[src/verilog/sadc_pkg.sv]
package sadc_pkg;
  // widths and edge numbers of a transfer
  localparam int RES_W = 10;
  localparam int ADDR_W = 4;
  localparam int CNT_W = 5;
  localparam int TMR_W = 11;
  localparam int ADDR_BITS = 4;
  localparam int SAMPLE_EDGE = 4;
  localparam int HOLD_EDGE = 10;
  localparam int FAST_LEN = 10;
  localparam int SLOW_MIN_LEN = 11;
  localparam int FULL_LEN = 16;
  localparam int FIFO_DEPTH = 4;
  // channel codes
  localparam logic [3:0] CH_EXT_LAST = 4'ha;
  localparam logic [3:0] CH_TEST_MID = 4'hb;
  localparam logic [3:0] CH_TEST_LO = 4'hc;
  localparam logic [3:0] CH_TEST_HI = 4'hd;
  localparam logic [1:0] TEST_NONE = 2'h0;
  localparam logic [1:0] TEST_MID = 2'h1;
  localparam logic [1:0] TEST_LO = 2'h2;
  localparam logic [1:0] TEST_HI = 2'h3;
  localparam logic [9:0] TEST_MID_CODE = 10'h200;
  localparam logic [9:0] TEST_LO_CODE = 10'h000;
  localparam logic [9:0] TEST_HI_CODE = 10'h3ff;
  localparam logic [9:0] MSB_WEIGHT = 10'h200;
  localparam logic [9:0] LSB_WEIGHT = 10'h001;
  localparam logic [9:0] RESULT_RESET = 10'h000;
  // timing
  localparam int SYS_PERIOD_PS = 8000;
  localparam int CONV_TIME_NS = 5500;
  localparam int BIT_CYC = (CONV_TIME_NS * 1000) / (RES_W * SYS_PERIOD_PS);
  localparam int IO_HALF_NS = 480;
  localparam int IO_HALF_CYC = (IO_HALF_NS * 1000) / SYS_PERIOD_PS;
  localparam int CS_SETUP_NS = 1425;
  localparam int CS_SETUP_CYC =
    (CS_SETUP_NS * 1000 + SYS_PERIOD_PS - 1) / SYS_PERIOD_PS;
  localparam int SLOW_GAP_NS = 9500;
  localparam int SLOW_GAP_CYC = (SLOW_GAP_NS * 1000) / SYS_PERIOD_PS;
  typedef enum logic [1:0] {
    DV_IDLE, DV_XFER, DV_CONV, DV_TAIL
  } sadc_dev_state_type;
  typedef enum logic [2:0] {
    HS_IDLE, HS_SETUP, HS_LOW, HS_HIGH, HS_WAIT
  } sadc_host_state_type;
endpackage : sadc_pkg

[src/verilog/sadc_link_if.sv]
`timescale 1ns/1ps
interface sadc_link_if;
  logic cs_n;
  logic io_clk;
  logic addr;
  logic dout_o;
  logic dout_oe;
  logic eoc;
  wire dout_level;
  // released line reads high, as with a pull-up
  assign dout_level = dout_oe ? dout_o : 1'h1;
  modport dev (input cs_n, io_clk, addr, output dout_o, dout_oe, eoc);
  modport host (output cs_n, io_clk, addr, input dout_level, eoc);
endinterface : sadc_link_if

[src/verilog/sadc_dev.sv]
// Behaviour
// - select falling drives output, shows previous MSB
// - select rising releases output, ignores clock, address
// - fast modes use exactly ten clocks
// - done rising restarts sequence when select held
// - select-pulsed long transfers use 11 to 16
// - held-select long transfers use exactly sixteen
// - slow mode eleventh rise within 9.5 us; the code needs it before the result lands, 680 cycles after the tenth fall
// - late eleventh rise loses sync until reselect
// - slow held mode restarts on sixteenth fall
// - address MSB first on first four rises
// - codes 0-a external, b-d self-test
// - self-test targets midpoint, low, high reference
// - sample from fourth fall, hold at tenth
// - above trip clears bit, else keeps it
// - ten decisions from weight 512 downward
// - select falling aborts, result register kept
// - host avoids select falling near completion
// - clamp to full scale or zero
// - done low at tenth fall, high when ready
// - nine further bits on next falling edges
// - output low from tenth fall onward
`timescale 1ns/1ps
module sadc_dev (
  // system
  input wire logic sys_clk,
  input wire logic rst,
  // serial link
  sadc_link_if.dev link,
  // analog front end
  output logic [sadc_pkg::ADDR_W-1:0] mux_sel,
  output logic ext_sel,
  output logic [1:0] test_sel,
  output logic sample_en,
  output logic [sadc_pkg::RES_W-1:0] trial_code,
  input wire logic cmp_above,
  input wire logic in_over_hi,
  input wire logic in_under_lo,
  // results
  output logic [sadc_pkg::RES_W-1:0] result,
  output logic conv_done
);
  import sadc_pkg::*;

  function automatic logic [1:0] test_of(input logic [3:0] code);
    case (code)
      CH_TEST_MID: test_of = TEST_MID;
      CH_TEST_LO: test_of = TEST_LO;
      CH_TEST_HI: test_of = TEST_HI;
      default: test_of = TEST_NONE;
    endcase
  endfunction : test_of

  function automatic logic [9:0] target_of(input logic [1:0] sel);
    case (sel)
      TEST_MID: target_of = TEST_MID_CODE;
      TEST_LO: target_of = TEST_LO_CODE;
      default: target_of = TEST_HI_CODE;
    endcase
  endfunction : target_of

  function automatic logic [4:0] sat_inc(input logic [4:0] v);
    sat_inc = (v >= 5'(FULL_LEN)) ? v : v + 5'h01;
  endfunction : sat_inc

  sadc_dev_state_type state;
  sadc_dev_state_type next_state;
  logic cs_s1, cs_s2, cs_s3;
  logic ck_s1, ck_s2, ck_s3;
  logic ad_s1, ad_s2;
  logic [CNT_W-1:0] rise_cnt;
  logic [CNT_W-1:0] fall_cnt;
  logic [ADDR_W-1:0] addr_sr;
  logic [RES_W-1:0] out_sr;
  logic [RES_W-1:0] mask;
  logic [TMR_W-1:0] tmr;
  logic oe;
  logic eoc;
  logic clamp_hi;
  logic clamp_lo;

  // pins come from the host's domain
  always_ff @(posedge sys_clk) begin
    if (rst) begin
      {cs_s1, cs_s2, cs_s3} <= 3'h7;
      {ck_s1, ck_s2, ck_s3} <= 3'h0;
      {ad_s1, ad_s2} <= 2'h0;
    end else begin
      {cs_s1, cs_s2, cs_s3} <= {link.cs_n, cs_s1, cs_s2};
      {ck_s1, ck_s2, ck_s3} <= {link.io_clk, ck_s1, ck_s2};
      {ad_s1, ad_s2} <= {link.addr, ad_s1};
    end
  end

  wire cs_low = !cs_s2;
  wire cs_fall = !cs_s2 && cs_s3;
  wire cs_rise = cs_s2 && !cs_s3;
  // select judged one cycle late: a last fall that meets the select
  // rise still counts, since the host may move both together
  wire ck_rise = !cs_s3 && ck_s2 && !ck_s3;
  wire ck_fall = !cs_s3 && !ck_s2 && ck_s3;
  wire in_xfer = state == DV_XFER;
  wire samp_evt = in_xfer && ck_fall && fall_cnt == 5'(SAMPLE_EDGE - 1);
  wire hold_evt = in_xfer && ck_fall && fall_cnt == 5'(HOLD_EDGE - 1);
  wire bit_tick = state == DV_CONV && tmr == '0 && !cs_fall;
  wire last_bit = bit_tick && mask == LSB_WEIGHT;
  // self-test inputs compare against their ideal code
  wire above = (test_sel != TEST_NONE) ?
    (trial_code > target_of(test_sel)) : cmp_above;
  wire [RES_W-1:0] decided =
    above ? (trial_code & ~mask) : trial_code;
  wire [RES_W-1:0] final_code = clamp_hi ? TEST_HI_CODE :
    (clamp_lo ? TEST_LO_CODE : decided);
  // transfer still running when the result lands: wait for the 16th fall
  wire to_tail = last_bit && cs_low && rise_cnt >= 5'(SLOW_MIN_LEN) &&
    fall_cnt < 5'(FULL_LEN);
  // a late 11th rise is then taken as the first of a new transfer
  wire held_restart = last_bit && cs_low && !to_tail;
  wire tail_restart = state == DV_TAIL && ck_fall && cs_low &&
    fall_cnt == 5'(FULL_LEN - 1);
  wire start_seq = cs_fall || held_restart || tail_restart;
  wire [RES_W-1:0] seq_word = held_restart ? final_code : result;

  always_comb begin
    next_state = state;
    if (cs_fall) begin
      next_state = DV_XFER;
    end else begin
      case (state)
        DV_IDLE: next_state = DV_IDLE;
        DV_XFER: begin
          if (hold_evt) next_state = DV_CONV;
          else if (cs_rise) next_state = DV_IDLE;
        end
        // conversion goes on with select high
        DV_CONV: begin
          if (last_bit && !cs_low) next_state = DV_IDLE;
          else if (to_tail) next_state = DV_TAIL;
          else if (held_restart) next_state = DV_XFER;
        end
        DV_TAIL: begin
          if (tail_restart) next_state = DV_XFER;
          else if (cs_rise) next_state = DV_IDLE;
        end
        default: next_state = DV_IDLE;
      endcase
    end
  end

  always_ff @(posedge sys_clk) begin
    if (rst) state <= DV_IDLE;
    else state <= next_state;
  end

  always_ff @(posedge sys_clk) begin
    if (rst || start_seq) begin
      rise_cnt <= '0;
      fall_cnt <= '0;
      addr_sr <= '0;
    end else begin
      if (ck_rise) rise_cnt <= sat_inc(rise_cnt);
      if (ck_fall) fall_cnt <= sat_inc(fall_cnt);
      if (ck_rise && rise_cnt < 5'(ADDR_BITS))
        addr_sr <= {addr_sr[ADDR_W-2:0], ad_s2};
    end
  end

  always_ff @(posedge sys_clk) begin
    if (rst) out_sr <= '0;
    else if (start_seq) out_sr <= seq_word;
    else if (ck_fall && fall_cnt >= 5'(HOLD_EDGE - 1)) out_sr <= '0;
    else if (ck_fall) out_sr <= {out_sr[RES_W-2:0], 1'h0};
  end

  always_ff @(posedge sys_clk) begin
    if (rst) oe <= 1'h0;
    else if (cs_fall) oe <= 1'h1;
    else if (cs_rise) oe <= 1'h0;
  end

  always_ff @(posedge sys_clk) begin
    if (rst || cs_fall) eoc <= 1'h1;
    else if (hold_evt) eoc <= 1'h0;
    else if (last_bit) eoc <= 1'h1;
  end

  always_ff @(posedge sys_clk) begin
    if (rst) begin
      sample_en <= 1'h0;
      mux_sel <= '0;
      ext_sel <= 1'h0;
      test_sel <= TEST_NONE;
      clamp_hi <= 1'h0;
      clamp_lo <= 1'h0;
    end else if (cs_fall) begin
      sample_en <= 1'h0;
    end else if (samp_evt) begin
      sample_en <= 1'h1;
      mux_sel <= addr_sr;
      ext_sel <= addr_sr <= CH_EXT_LAST;
      test_sel <= test_of(addr_sr);
    end else if (hold_evt) begin
      sample_en <= 1'h0;
      clamp_hi <= in_over_hi;
      clamp_lo <= in_under_lo;
    end
  end

  // one decision every BIT_CYC cycles
  always_ff @(posedge sys_clk) begin
    if (rst || cs_fall) begin
      mask <= '0;
      trial_code <= '0;
      tmr <= '0;
    end else if (hold_evt) begin
      mask <= MSB_WEIGHT;
      trial_code <= MSB_WEIGHT;
      tmr <= TMR_W'(BIT_CYC - 1);
    end else if (state == DV_CONV && tmr != '0) begin
      tmr <= tmr - 1'b1;
    end else if (bit_tick) begin
      mask <= mask >> 1;
      trial_code <= decided | (mask >> 1);
      tmr <= TMR_W'(BIT_CYC - 1);
    end
  end

  // an abort in the finishing cycle leaves the old result
  always_ff @(posedge sys_clk) begin
    if (rst) begin
      result <= RESULT_RESET;
      conv_done <= 1'h0;
    end else begin
      conv_done <= last_bit;
      if (last_bit) result <= final_code;
    end
  end

  assign link.dout_o = out_sr[RES_W-1];
  assign link.dout_oe = oe;
  assign link.eoc = eoc;
endmodule : sadc_dev

[src/flat_wrapper.sv]
// flat-port wrapper written by rule: the top's interface ports become plain ports
module sadc_dev_flat import sadc_pkg::*;
  (sys_clk, rst, mux_sel, ext_sel, test_sel, sample_en, trial_code, cmp_above, in_over_hi, in_under_lo, result, conv_done, link_cs_n, link_io_clk, link_addr, link_dout_o, link_dout_oe, link_eoc);
  sadc_link_if link_i ();
  input wire logic sys_clk;
  input wire logic rst;
  output logic [sadc_pkg::ADDR_W-1:0] mux_sel;
  output logic ext_sel;
  output logic [1:0] test_sel;
  output logic sample_en;
  output logic [sadc_pkg::RES_W-1:0] trial_code;
  input wire logic cmp_above;
  input wire logic in_over_hi;
  input wire logic in_under_lo;
  output logic [sadc_pkg::RES_W-1:0] result;
  output logic conv_done;
  input wire logic [$bits(link_i.cs_n)-1:0] link_cs_n;
  input wire logic [$bits(link_i.io_clk)-1:0] link_io_clk;
  input wire logic [$bits(link_i.addr)-1:0] link_addr;
  output wire logic [$bits(link_i.dout_o)-1:0] link_dout_o;
  output wire logic [$bits(link_i.dout_oe)-1:0] link_dout_oe;
  output wire logic [$bits(link_i.eoc)-1:0] link_eoc;
  assign link_i.cs_n = link_cs_n;
  assign link_i.io_clk = link_io_clk;
  assign link_i.addr = link_addr;
  assign link_dout_o = link_i.dout_o;
  assign link_dout_oe = link_i.dout_oe;
  assign link_eoc = link_i.eoc;
  sadc_dev u_core (.sys_clk(sys_clk), .rst(rst), .link(link_i), .mux_sel(mux_sel), .ext_sel(ext_sel), .test_sel(test_sel), .sample_en(sample_en), .trial_code(trial_code), .cmp_above(cmp_above), .in_over_hi(in_over_hi), .in_under_lo(in_under_lo), .result(result), .conv_done(conv_done));
endmodule
[config.mk]
export PLATFORM = sky130hd
export DESIGN_NAME = sadc_dev_flat
export DESIGN_NICKNAME = d
export VERILOG_FILES = /design/src/verilog/sadc_pkg.sv /design/src/verilog/sadc_link_if.sv /design/src/verilog/sadc_dev.sv /design/src/flat_wrapper.sv
export SDC_FILE = /design/constraint.sdc
export NUM_CORES = 1
export LEC_CHECK = 0
export BUFFER_PORTS_ARGS = -buffer_cell sky130_fd_sc_hd__buf_2
export CAP_MARGIN = 20
export CORE_ASPECT_RATIO = 0.5
export CORE_MARGIN = 2
export CORE_UTILIZATION = 55
export CTS_CLUSTER_SIZE = 12
export DETAILED_ROUTE_END_ITERATION = 12
export HOLD_SLACK_MARGIN = 0.08
export PLACE_DENSITY = 0.8
export SLEW_MARGIN = 20
export SYNTH_ARGS = -nofsm -noshare
export SYNTH_HDL_FRONTEND = slang
export SYNTH_SLANG_ARGS = --single-unit
[constraint.sdc]
create_clock -name sys_clk -period 2.7 [get_ports sys_clk]
set_input_delay 0.27 -clock sys_clk [delete_from_list [all_inputs] [get_ports sys_clk]]
set_output_delay 0.27 -clock sys_clk [all_outputs]
set_load 0.05 [all_outputs]
### Word level (Yosys, flattened, before mapping)

Cells that the tools add are included.

* register bits after elaboration: 88
* bits of input ports: 8
* output and inout bits: 32
* word-level logic and storage cells: 149

* add/sub/neg operators: 3
* order comparisons: 8
* eq/ne operators: 15
* multiplexer cells: 33
* bitwise operators: 8
* reductions and logical operators: 52

Operator list (number)
* 10-bit two-way mux: 13
* 1-bit logical AND: 23
* 11-bit two-way mux: 2
* 10-bit one-hot mux with 2 select lines: 1
* 4-bit equality test (second input constant): 3
* 2-bit two-way mux: 6
* 2-bit nonzero test: 6
* 11-bit logical NOT: 1
* 11-bit nonzero test: 1
* 11-bit by 1-bit subtractor with 11-bit output (second input constant): 1
* 5-bit by 1-bit adder with 5-bit output (second input constant): 2
* 10-bit bitwise AND: 1
* 10-bit by 1-bit equality test with 1-bit output (second input constant): 1
* 5-bit by 4-bit equality test with 1-bit output (second input constant): 2
* 5-bit by 4-bit >= comparator with 1-bit output (second input constant): 2
* 5-bit >= comparator (second input constant): 2
* 10-bit greater-than comparator: 1
* 10-bit inverter: 1
* 10-bit by 9-bit OR with 10-bit output: 1
* 2-bit AND reduction: 5
* 1-bit two-way mux: 8
* 2-bit one-hot mux with 4 select lines: 1
* 7-bit two-way mux: 1
* 2-bit equality test (second input constant): 3
* other kinds (16): 31

### Depth between registers and ports, before layout

Gate-level depths: netlist of run 1.

* depth in word-level cells: 15
* depth in mapped cells: 10
* mapped depth without buffers: 9

### Worst setup path after synthesis of run 1

OpenSTA, ideal clock, no wires.

* path type: reg-to-reg
* start point: register u_core.test_sel[0]
* end point: register u_core.out_sr[7]
* setup time: 0.079 ns
* data arrival time: 2.827 ns
* required time: 2.621 ns
* path slack: -0.206 ns
* cell stages (with the launch flop): 9
* buffers on the path: 0
* clock period less this slack: 2.906 ns
* cell sequence: dfxtp_1 -> inv_1 -> ha_1 -> ha_1 -> a21oi_1 -> o21ai_0 -> a2111oi_2 -> o2111ai_1 -> o211ai_1

* longest elaborated chain between the ends: 9
* elaborated cells on any way between the ends: 11

RTL lines
* from (decl): line sadc_dev.sv:33 `output logic [1:0] test_sel,`
* from (signal assigned): line sadc_dev.sv:201 `test_sel <= test_of(addr_sr);`
* 2-bit equality test / 2-bit by 1-bit equality test with 1-bit output (equally long branches): line sadc_dev.sv:55 `case (sel)`
* 10-bit one-hot mux with 2 select lines: line sadc_dev.sv:55
* 10-bit greater-than comparator: line sadc_dev.sv:109 `(trial_code > target_of(test_sel)) : cmp_above;`
* 1-bit two-way mux (*): line sadc_dev.sv:108 `wire above = (test_sel != TEST_NONE) ?`
* 10-bit two-way mux (*): line sadc_dev.sv:111 `above ? (trial_code & ~mask) : trial_code;`
* 10-bit two-way mux (*): line sadc_dev.sv:113 `(clamp_lo ? TEST_LO_CODE : decided);`
* 10-bit two-way mux (*): line sadc_dev.sv:112 `wire [RES_W-1:0] final_code = clamp_hi ? TEST_HI_CODE :`
* 10-bit two-way mux (*): line sadc_dev.sv:122 `wire [RES_W-1:0] seq_word = held_restart ? final_code : result;`
* 10-bit two-way mux (*): line sadc_dev.sv:170 `else if (start_seq) out_sr <= seq_word;`
* to (signal assigned): line sadc_dev.sv:170
* to (signal assigned): line sadc_dev.sv:172 `else if (ck_fall) out_sr <= {out_sr[RES_W-2:0], 1'h0};`
* to (decl): line sadc_dev.sv:74 `logic [RES_W-1:0] out_sr;`

Every way passes the cells marked *; elsewhere a longest branch is shown, timed or not.
A chain may end at the register's enable or synchronous reset.

### Final worst setup path of run 1

* start point: register u_core.test_sel[1]
* end point: register u_core.trial_code[0] in the netlist's numbering

* longest elaborated chain between the ends: 6
* elaborated cells on any way between the ends: 8

RTL lines
* 2-bit equality test / 2-bit by 1-bit equality test with 1-bit output (equally long branches): line sadc_dev.sv:55
* 10-bit one-hot mux with 2 select lines: line sadc_dev.sv:55
* 10-bit greater-than comparator: line sadc_dev.sv:109
* 1-bit two-way mux (*): line sadc_dev.sv:108
* 10-bit two-way mux (*): line sadc_dev.sv:111
* 10-bit by 9-bit OR with 10-bit output (*): line sadc_dev.sv:223 `trial_code <= decided | (mask >> 1);`
* to (signal assigned): line sadc_dev.sv:223
* to (decl): line sadc_dev.sv:35 `output logic [sadc_pkg::RES_W-1:0] trial_code,`

Marked as above.

==> metrics, run 1 <==
count of pins over their slew limit 0; # rows 23; core area 7910 um2; die area 8850 um2; Final Cycle Share 94.2%; RSZ-0062 raised after global routing no; ant diodes 0; EDFF count, synth 0; Fin Clk Skew 0.00686 ns; CTS root buf clkbuf_16; relative slew slack 38.4%; Clock Sinks 88; Hold Startpoint link_cs_n; setup tns final 0 ns; CTS Hold Buffers Added 0; dpl hpwl 7720 um; Total Wirelength 10,800 um; main area contributors after synthesis dfxtp_1 40%, ha_1 5.4%, nor2_1 5.3%; post-synth top area share 39.7%; Max Cap Violations 0; later-pin clock latency in the skew report 0.35 ns; largest net degree at the start of global routing 21; sequential-to-total area share from yosys stat 39.7%; WL/cell 15.9 um; Synth warnings 0; CTS tree built; pwr/cell area 547 nW/um2; top_reg_cell synth dfxtp_1; Worst Max-Slew Pin Slew 0.912 ns; RR Endpoint u_core.trial_code[0]; CP Class reg2reg; Max stage delay on crit path 0.41 ns; last weighted congestion value of the routability-driven placer 0.859; final hold violation count 0; vias in the first global route 3,575; count of cell types in the netlist 59; clock transition at the registers of the reported paths 0.07 ns; Top Ports 40; critical path buffer and inverter count 1; Worst Setup SP u_core.test_sel[1]; Antenna Violating Nets Remaining 0; Post-Syn Area 4440 um2; share of cells above drive strength 1 19.2%; Synth Instances 511; fmax 0.393 GHz; Critical R2R Launch u_core.test_sel[1]; Min Clock Period, post-route 2.54 ns; CP Cell Sequence inv_1 > ha_2 > ha_1 > a211oi_1 > nor2_1 > a2111o_1 > a21o_1 > a221oi_1; status finished clean; Starting Density 56.1%; DRT iter0 DRCs 402; HP Class in2reg; R2R Setup Slk 0.16 ns; crit end category flip-flop; die width 131 um; clk buf depth 2; FFs w/ async S/R, synth 0%; Max IR drop VDD 0.000391 V; hold path endpoint u_core.cs_s1; total track usage 25.8%; Synth Net Count 538; Hold Slack 0.104 ns; CTS buffer count 9; Yosys top cell by area dfxtp_1; P_leak 2.12 nW; crit-path max FO 11; fillers 650; vias per cell 5.94; #FFs+latches synth 88; FF-to-FF path depth 8; Area growth syn-to-layout 16.4%; CP top delay family compound AO/OA/AOI/OAI gates; Avg Inst Size Synth 8.68 um2; CP arrival 2.79 ns; required time of the critical path 2.95 ns; Setup violations, final 0; Hold Path Stages 2; drc violations 0; htree depth 3; fin nets 585; global-route wire length before repair 17,500 um; CP Launch Type flip-flop; Congestion Overflow GR 0; die height 67.5 um; drt first pass iters 5; slowest stage cell, crit path ha_2; fin util 65.2%; initial antenna violation count 0; IO buf count 39; via count 4,009
## cells in the final DEF (no fill, tap or decap), drive strengths merged, types with 11 or more instances in the layout
| master | netlist | layout |
|---|---|---|
| buf | 11 | 62 |
| inv | 15 | 17 |
| a21oi | 32 | 32 |
| nand3 | 19 | 19 |
| o211ai | 11 | 11 |
| ha | 19 | 19 |
| o21ai | 22 | 22 |
| a211oi | 14 | 14 |
| and3 | 11 | 11 |
| nand2 | 58 | 58 |
| dfxtp | 88 | 88 |
| nor2 | 63 | 63 |
## area by class of cell
cell class	instances	area [um2]	share of cell area, %
multi-input cells	381	2500	48.5
flip-flops and latches	88	1760	34.2
repair buffers	62	368	7.12
clock buffers	10	239	4.63
well taps	112	140	2.71
clock inverters	6	90.1	1.74
inverters	16	60.1	1.16
## cell usage after synthesis, types with 10 or more instances
| master | number |
|---|---|
| dfxtp_1 | 88 |
| nor2_1 | 63 |
| nand2_1 | 58 |
| a21oi_1 | 32 |
| ha_1 | 19 |
| nand3_1 | 19 |
| clkbuf_1 | 15 |
| inv_1 | 15 |
| o21ai_0 | 13 |
| and3_1 | 11 |
| o211ai_1 | 11 |
| nor2b_1 | 10 |
| o2111ai_1 | 10 |
| xor2_1 | 10 |
## state kept, by name, indices dropped and copies added (netlist names), 2 cells and up
| register | cells |
|---|---|
| u_core.addr_sr | 4 |
| u_core.fall_cnt | 5 |
| u_core.mask | 10 |
| u_core.mux_sel | 4 |
| u_core.out_sr | 10 |
| u_core.result | 10 |
| u_core.rise_cnt | 5 |
| u_core.state | 2 |
| u_core.test_sel | 2 |
| u_core.tmr | 11 |
| u_core.trial_code | 10 |
## through the flow
stage                     area [um2]  total power [mW]  cells  setup slack, ns
after floorplan                 4450              1.44    511           0.0442
after global placement          4830              1.47    659            0.161
after detailed placement        4830              1.47    659           0.0511
after CTS                       5160              2.84    675           0.0306
after global routing            5160              2.91    675         0.000626
final                           5160              2.82    675            0.156
## worst max path at each step
stage	to	slack, ns	depth (start not counted)
after floorplan	u_core.trial_code[8]	0.04	9
after global placement	u_core.trial_code[0]	0.16	8
after detailed placement	u_core.trial_code[0]	0.05	8
after CTS	u_core.trial_code[0]	0.03	8
after global routing	u_core.trial_code[0]	0.0006	8
final	u_core.trial_code[0]	0.16	8
## kinds of logic after synthesis
logic type      after synthesis  share of synthesized area, %
buf+inv                      42                          4.26
fa+ha+maj                    19                          5.36
compound gates              119                          18.8
mux                          18                          5.07
xor+xnor                     14                          2.76
flops                        88                          39.7
simple gates                211                          24.0
## where the power goes
| group | internal [mW] | leakage, nW | total, mW | switching, mW |
|---|---|---|---|---|
| combinational | 0.0415 | 1.25 | 0.126 | 0.0842 |
| sequential | 1.31 | 0.712 | 1.32 | 0.0124 |
| clock | 0.841 | 0.159 | 1.37 | 0.534 |
## per-layer routing
layer / share of wire [%] / vias up / global-route usage, % / wire length [um]
li1: - / 1941 / - / -
met1: 48 / 1914 / 35.0 / 5130
met2: 43 / 138 / 39.1 / 4620
met3: 7.8 / 16 / 8.72 / 834
met4: 1.7 / 0 / 7.71 / 178
met5: 0 / - / 0 / 0
## worst register-to-register path, delay by kind of cell, from the launching register on
family | cells | cell delay, ns
fa+ha+maj | 2 | 0.69
flops | 1 | 0.35
simple gates | 1 | 0.13
compound gates | 4 | 1.23
buf+inv | 1 | 0.05
## what timing repair did
| action | 4_1_cts | 5_1_grt |
|---|---|---|
| setup buffers | 0 | 0 |
| resized for setup | 0 | 2 |
| setup endpoints to repair | 0 | 21 |
Power figures use the tool's default switching activity.
==> inputs of run 2 (changes only) <==
--- a/config.mk
+++ b/config.mk
@@ -5,6 +5,7 @@
 export SDC_FILE = /design/constraint.sdc
 export NUM_CORES = 1
 export LEC_CHECK = 0
+export ABC_AREA = 1
 export BUFFER_PORTS_ARGS = -buffer_cell sky130_fd_sc_hd__buf_2
 export CAP_MARGIN = 20
 export CORE_ASPECT_RATIO = 0.5
==> run 2 against run 1 <==
  * Total power down 5.5%
  * Register-to-register slack improved by 0.12 ns
  * Highest routed layer unchanged
  * First-iteration DRC count grew 1.7%
  * Worst setup slack gained 0.12 ns
  * Fmax up 4.9%
  * Design area shrank 1.1%
  * Die area is 0.40% higher
==> metrics, run 2 <==
status finished clean; PnR worst setup slack 0.275 ns; Congestion Overflow GR 0; FFs w/ async S/R, synth 0%; most common library cells after synthesis 156 x nand2_1, 88 x dfxtp_1, 81 x inv_1; fmax 0.412 GHz; largest net degree at the start of global routing 34; fin area 5110 um2; vias per cell 5.23; CP Cell Sequence inv_1 > ha_2 > ha_1 > nand2_1 > nor2_1 > nand3_1 > nand3_1 > nand2_1 > nand2_2 > nand2_1 > nand2_1 > nand2_1 > nand2_1 > nand2_1 > nand2_1 > a21oi_1; global-route wire length before repair 17,600 um; fin nets 713; Avg Inst Size Synth 6.93 um2; cts repair resizes 0; Post-Syn Area 4460 um2; drc violations 0; Total Wirelength 10,400 um; Synth Net Count 670; via count 4,200; clock transition at the registers of the reported paths 0.06 ns; ant diodes 0; required time of the critical path 2.90 ns; dpl hpwl 7590 um; relative slew slack 51.1%; Area growth syn-to-layout 14.6%; most frequent cells in the layout 155 x nand2_1, 88 x dfxtp_1, 81 x inv_1; Switching Fraction 21.3%; CP Class reg2reg; die area 8880 um2; #FFs+latches synth 88; share of cells above drive strength 1 14.2%; Setup Buffers After CTS 0; most instantiated library cell after synthesis nand2_1; Comb power frac 3.3%; Biggest register u_core.tmr; RSZ-0062 raised after global routing no; main area contributors after synthesis dfxtp_1 40%, nand2_1 13%, inv_1 6.8%; CP top delay family simple AND/OR/NAND/NOR gates; Fin Clk Skew 0.00648 ns; EDFF count, synth 0; die width 131 um; CTS root buf clkbuf_16; last weighted congestion value of the routability-driven placer 0.854; fillers 720; core area 7940 um2; P_leak 2.35 nW; Setup violations, final 0; CTS tree built; vias in the first global route 3,717; Max IR drop VDD 0.000433 V; Synth warnings 0; Pint 2.10 mW; Max stage delay on crit path 0.37 ns; Clock Sinks 88; Synth Instances 643; CTS buffer count 9; IO buf count 39; HP Class in2reg; crit-path max FO 10; sequential-to-total area share from yosys stat 39.5%; crit end category flip-flop; total track usage 25.0%; setup tns final 0 ns; slowest stage cell, crit path dfxtp_1; Yosys top cell by area dfxtp_1; max reg flops 11; pre-CTS worst setup slack 0.130 ns; Top Ports 40; # rows 23; final hold violation count 0; Antenna Violating Nets Remaining 0; Final Cycle Share 89.8%; critical path buffer and inverter count 1; Starting Density 56.1%; htree depth 3; count of pins over their slew limit 0; DRT iter0 DRCs 409; later-pin clock latency in the skew report 0.34 ns; post-synth top area share 39.5%; Cell Area, Placed 4790 um2; count of cell types in the netlist 39; clk buf depth 2; initial antenna violation count 0; Worst Max-Slew Pin Slew 0.727 ns; Max Cap Violations 0; top_reg_cell synth dfxtp_1; most common cell after layout, fill and taps aside nand2_1; drt first pass iters 6; Clock power frac 47.6%; CP Launch Type flip-flop; WL/cell 13.0 um; Top cell by count, worst path nand2_1; CTS Hold Buffers Added 0; pwr/cell area 522 nW/um2; Flop pwr share 49.2%; Min Clock Period, post-route 2.43 ns; sw power 0.568 mW; die height 67.7 um; CP arrival 2.62 ns
-- run 2: changes by cell type in the layout (fill, tap and decap cells not counted), sizes merged, moves of 11 or more --
cell    previous run  this run
o21ai             22        40
a21oi             32        57
inv               17        87
clkinv             2        16
a211oi            14         1
nand4              5        30
and3              11         0
nand2             58       157
-- run 2: final timing paths --
path,startpoint,end,slack [ns],depth (start not counted)
max,u_core.test_sel[1],u_core.out_sr[1],0.27,16
min,link_addr,u_core.ad_s1,0.13,3
max reg2reg,u_core.test_sel[1],u_core.out_sr[1],0.27,16
min reg2reg,u_core.ck_s1,u_core.ck_s2,0.40,2
-- run 2: worst reg2reg max path, stage by stage, from the launching register on --
cell and delay (ns):
dfxtp_1 0.37, inv_1 0.06, ha_2 0.34, ha_1 0.30, nand2_1 0.07, nor2_1 0.19
nand3_1 0.09, nand3_1 0.09, nand2_1 0.06, nand2_2 0.17, nand2_1 0.09, nand2_1 0.11
nand2_1 0.08, nand2_1 0.08, nand2_1 0.07, nand2_1 0.06, a21oi_1 0.05
-- run 2: layout make-up --
cell class,count,area [um2],share of cell area (%)
inverters,101,379,7.42
repair buffers,53,300,5.88
well taps,112,140,2.74
multi-input cells,433,2220,43.4
clock inverters,5,55.1,1.08
flip-flops and latches,88,1760,34.5
clock buffers,11,253,4.95
-- run 2: stage by stage --
stage	cells	total power, mW	hold WS (ns)	util, %
global route	803	2.76	0.120	64.3
detailed placement	787	1.42	0.398	60.4
global placement	787	1.42	0.390	60.4
CTS	803	2.68	0.119	64.2
finish	803	2.67	0.129	64.3
floorplan	643	1.40	0.374	-
-- run 2: layer usage --
metal	wire [um]	global-route usage (%)	share of wire, %
met5	0	0	0
met4	168	7.47	1.6
met3	763	6.91	7.3
met2	4530	40.7	44
met1	4950	33.1	48
-- run 2: kinds of logic (layout without fill, tap and decap cells) --
logic type / after synthesis / after routing / share of synthesized area, %
adders and majority gates: 19 / 19 / 5.33
and+or+nand+nor: 305 / 305 / 31.3
buffers and inverters: 122 / 170 / 10.8
xor gates and xnor gates: 4 / 4 / 0.786
AOI/OAI and AO/OA: 105 / 105 / 12.3
DFF: 88 / 88 / 39.5
-- run 2: power by group through the flow --
stage	registers [mW]	logic [mW]	clock network [mW]
after floorplan	1.34	0.0561	0
final	1.31	0.0874	1.27
after detailed placement	1.34	0.0854	0
after global routing	1.31	0.0970	1.35
after global placement	1.34	0.0845	0
after CTS	1.31	0.0860	1.28
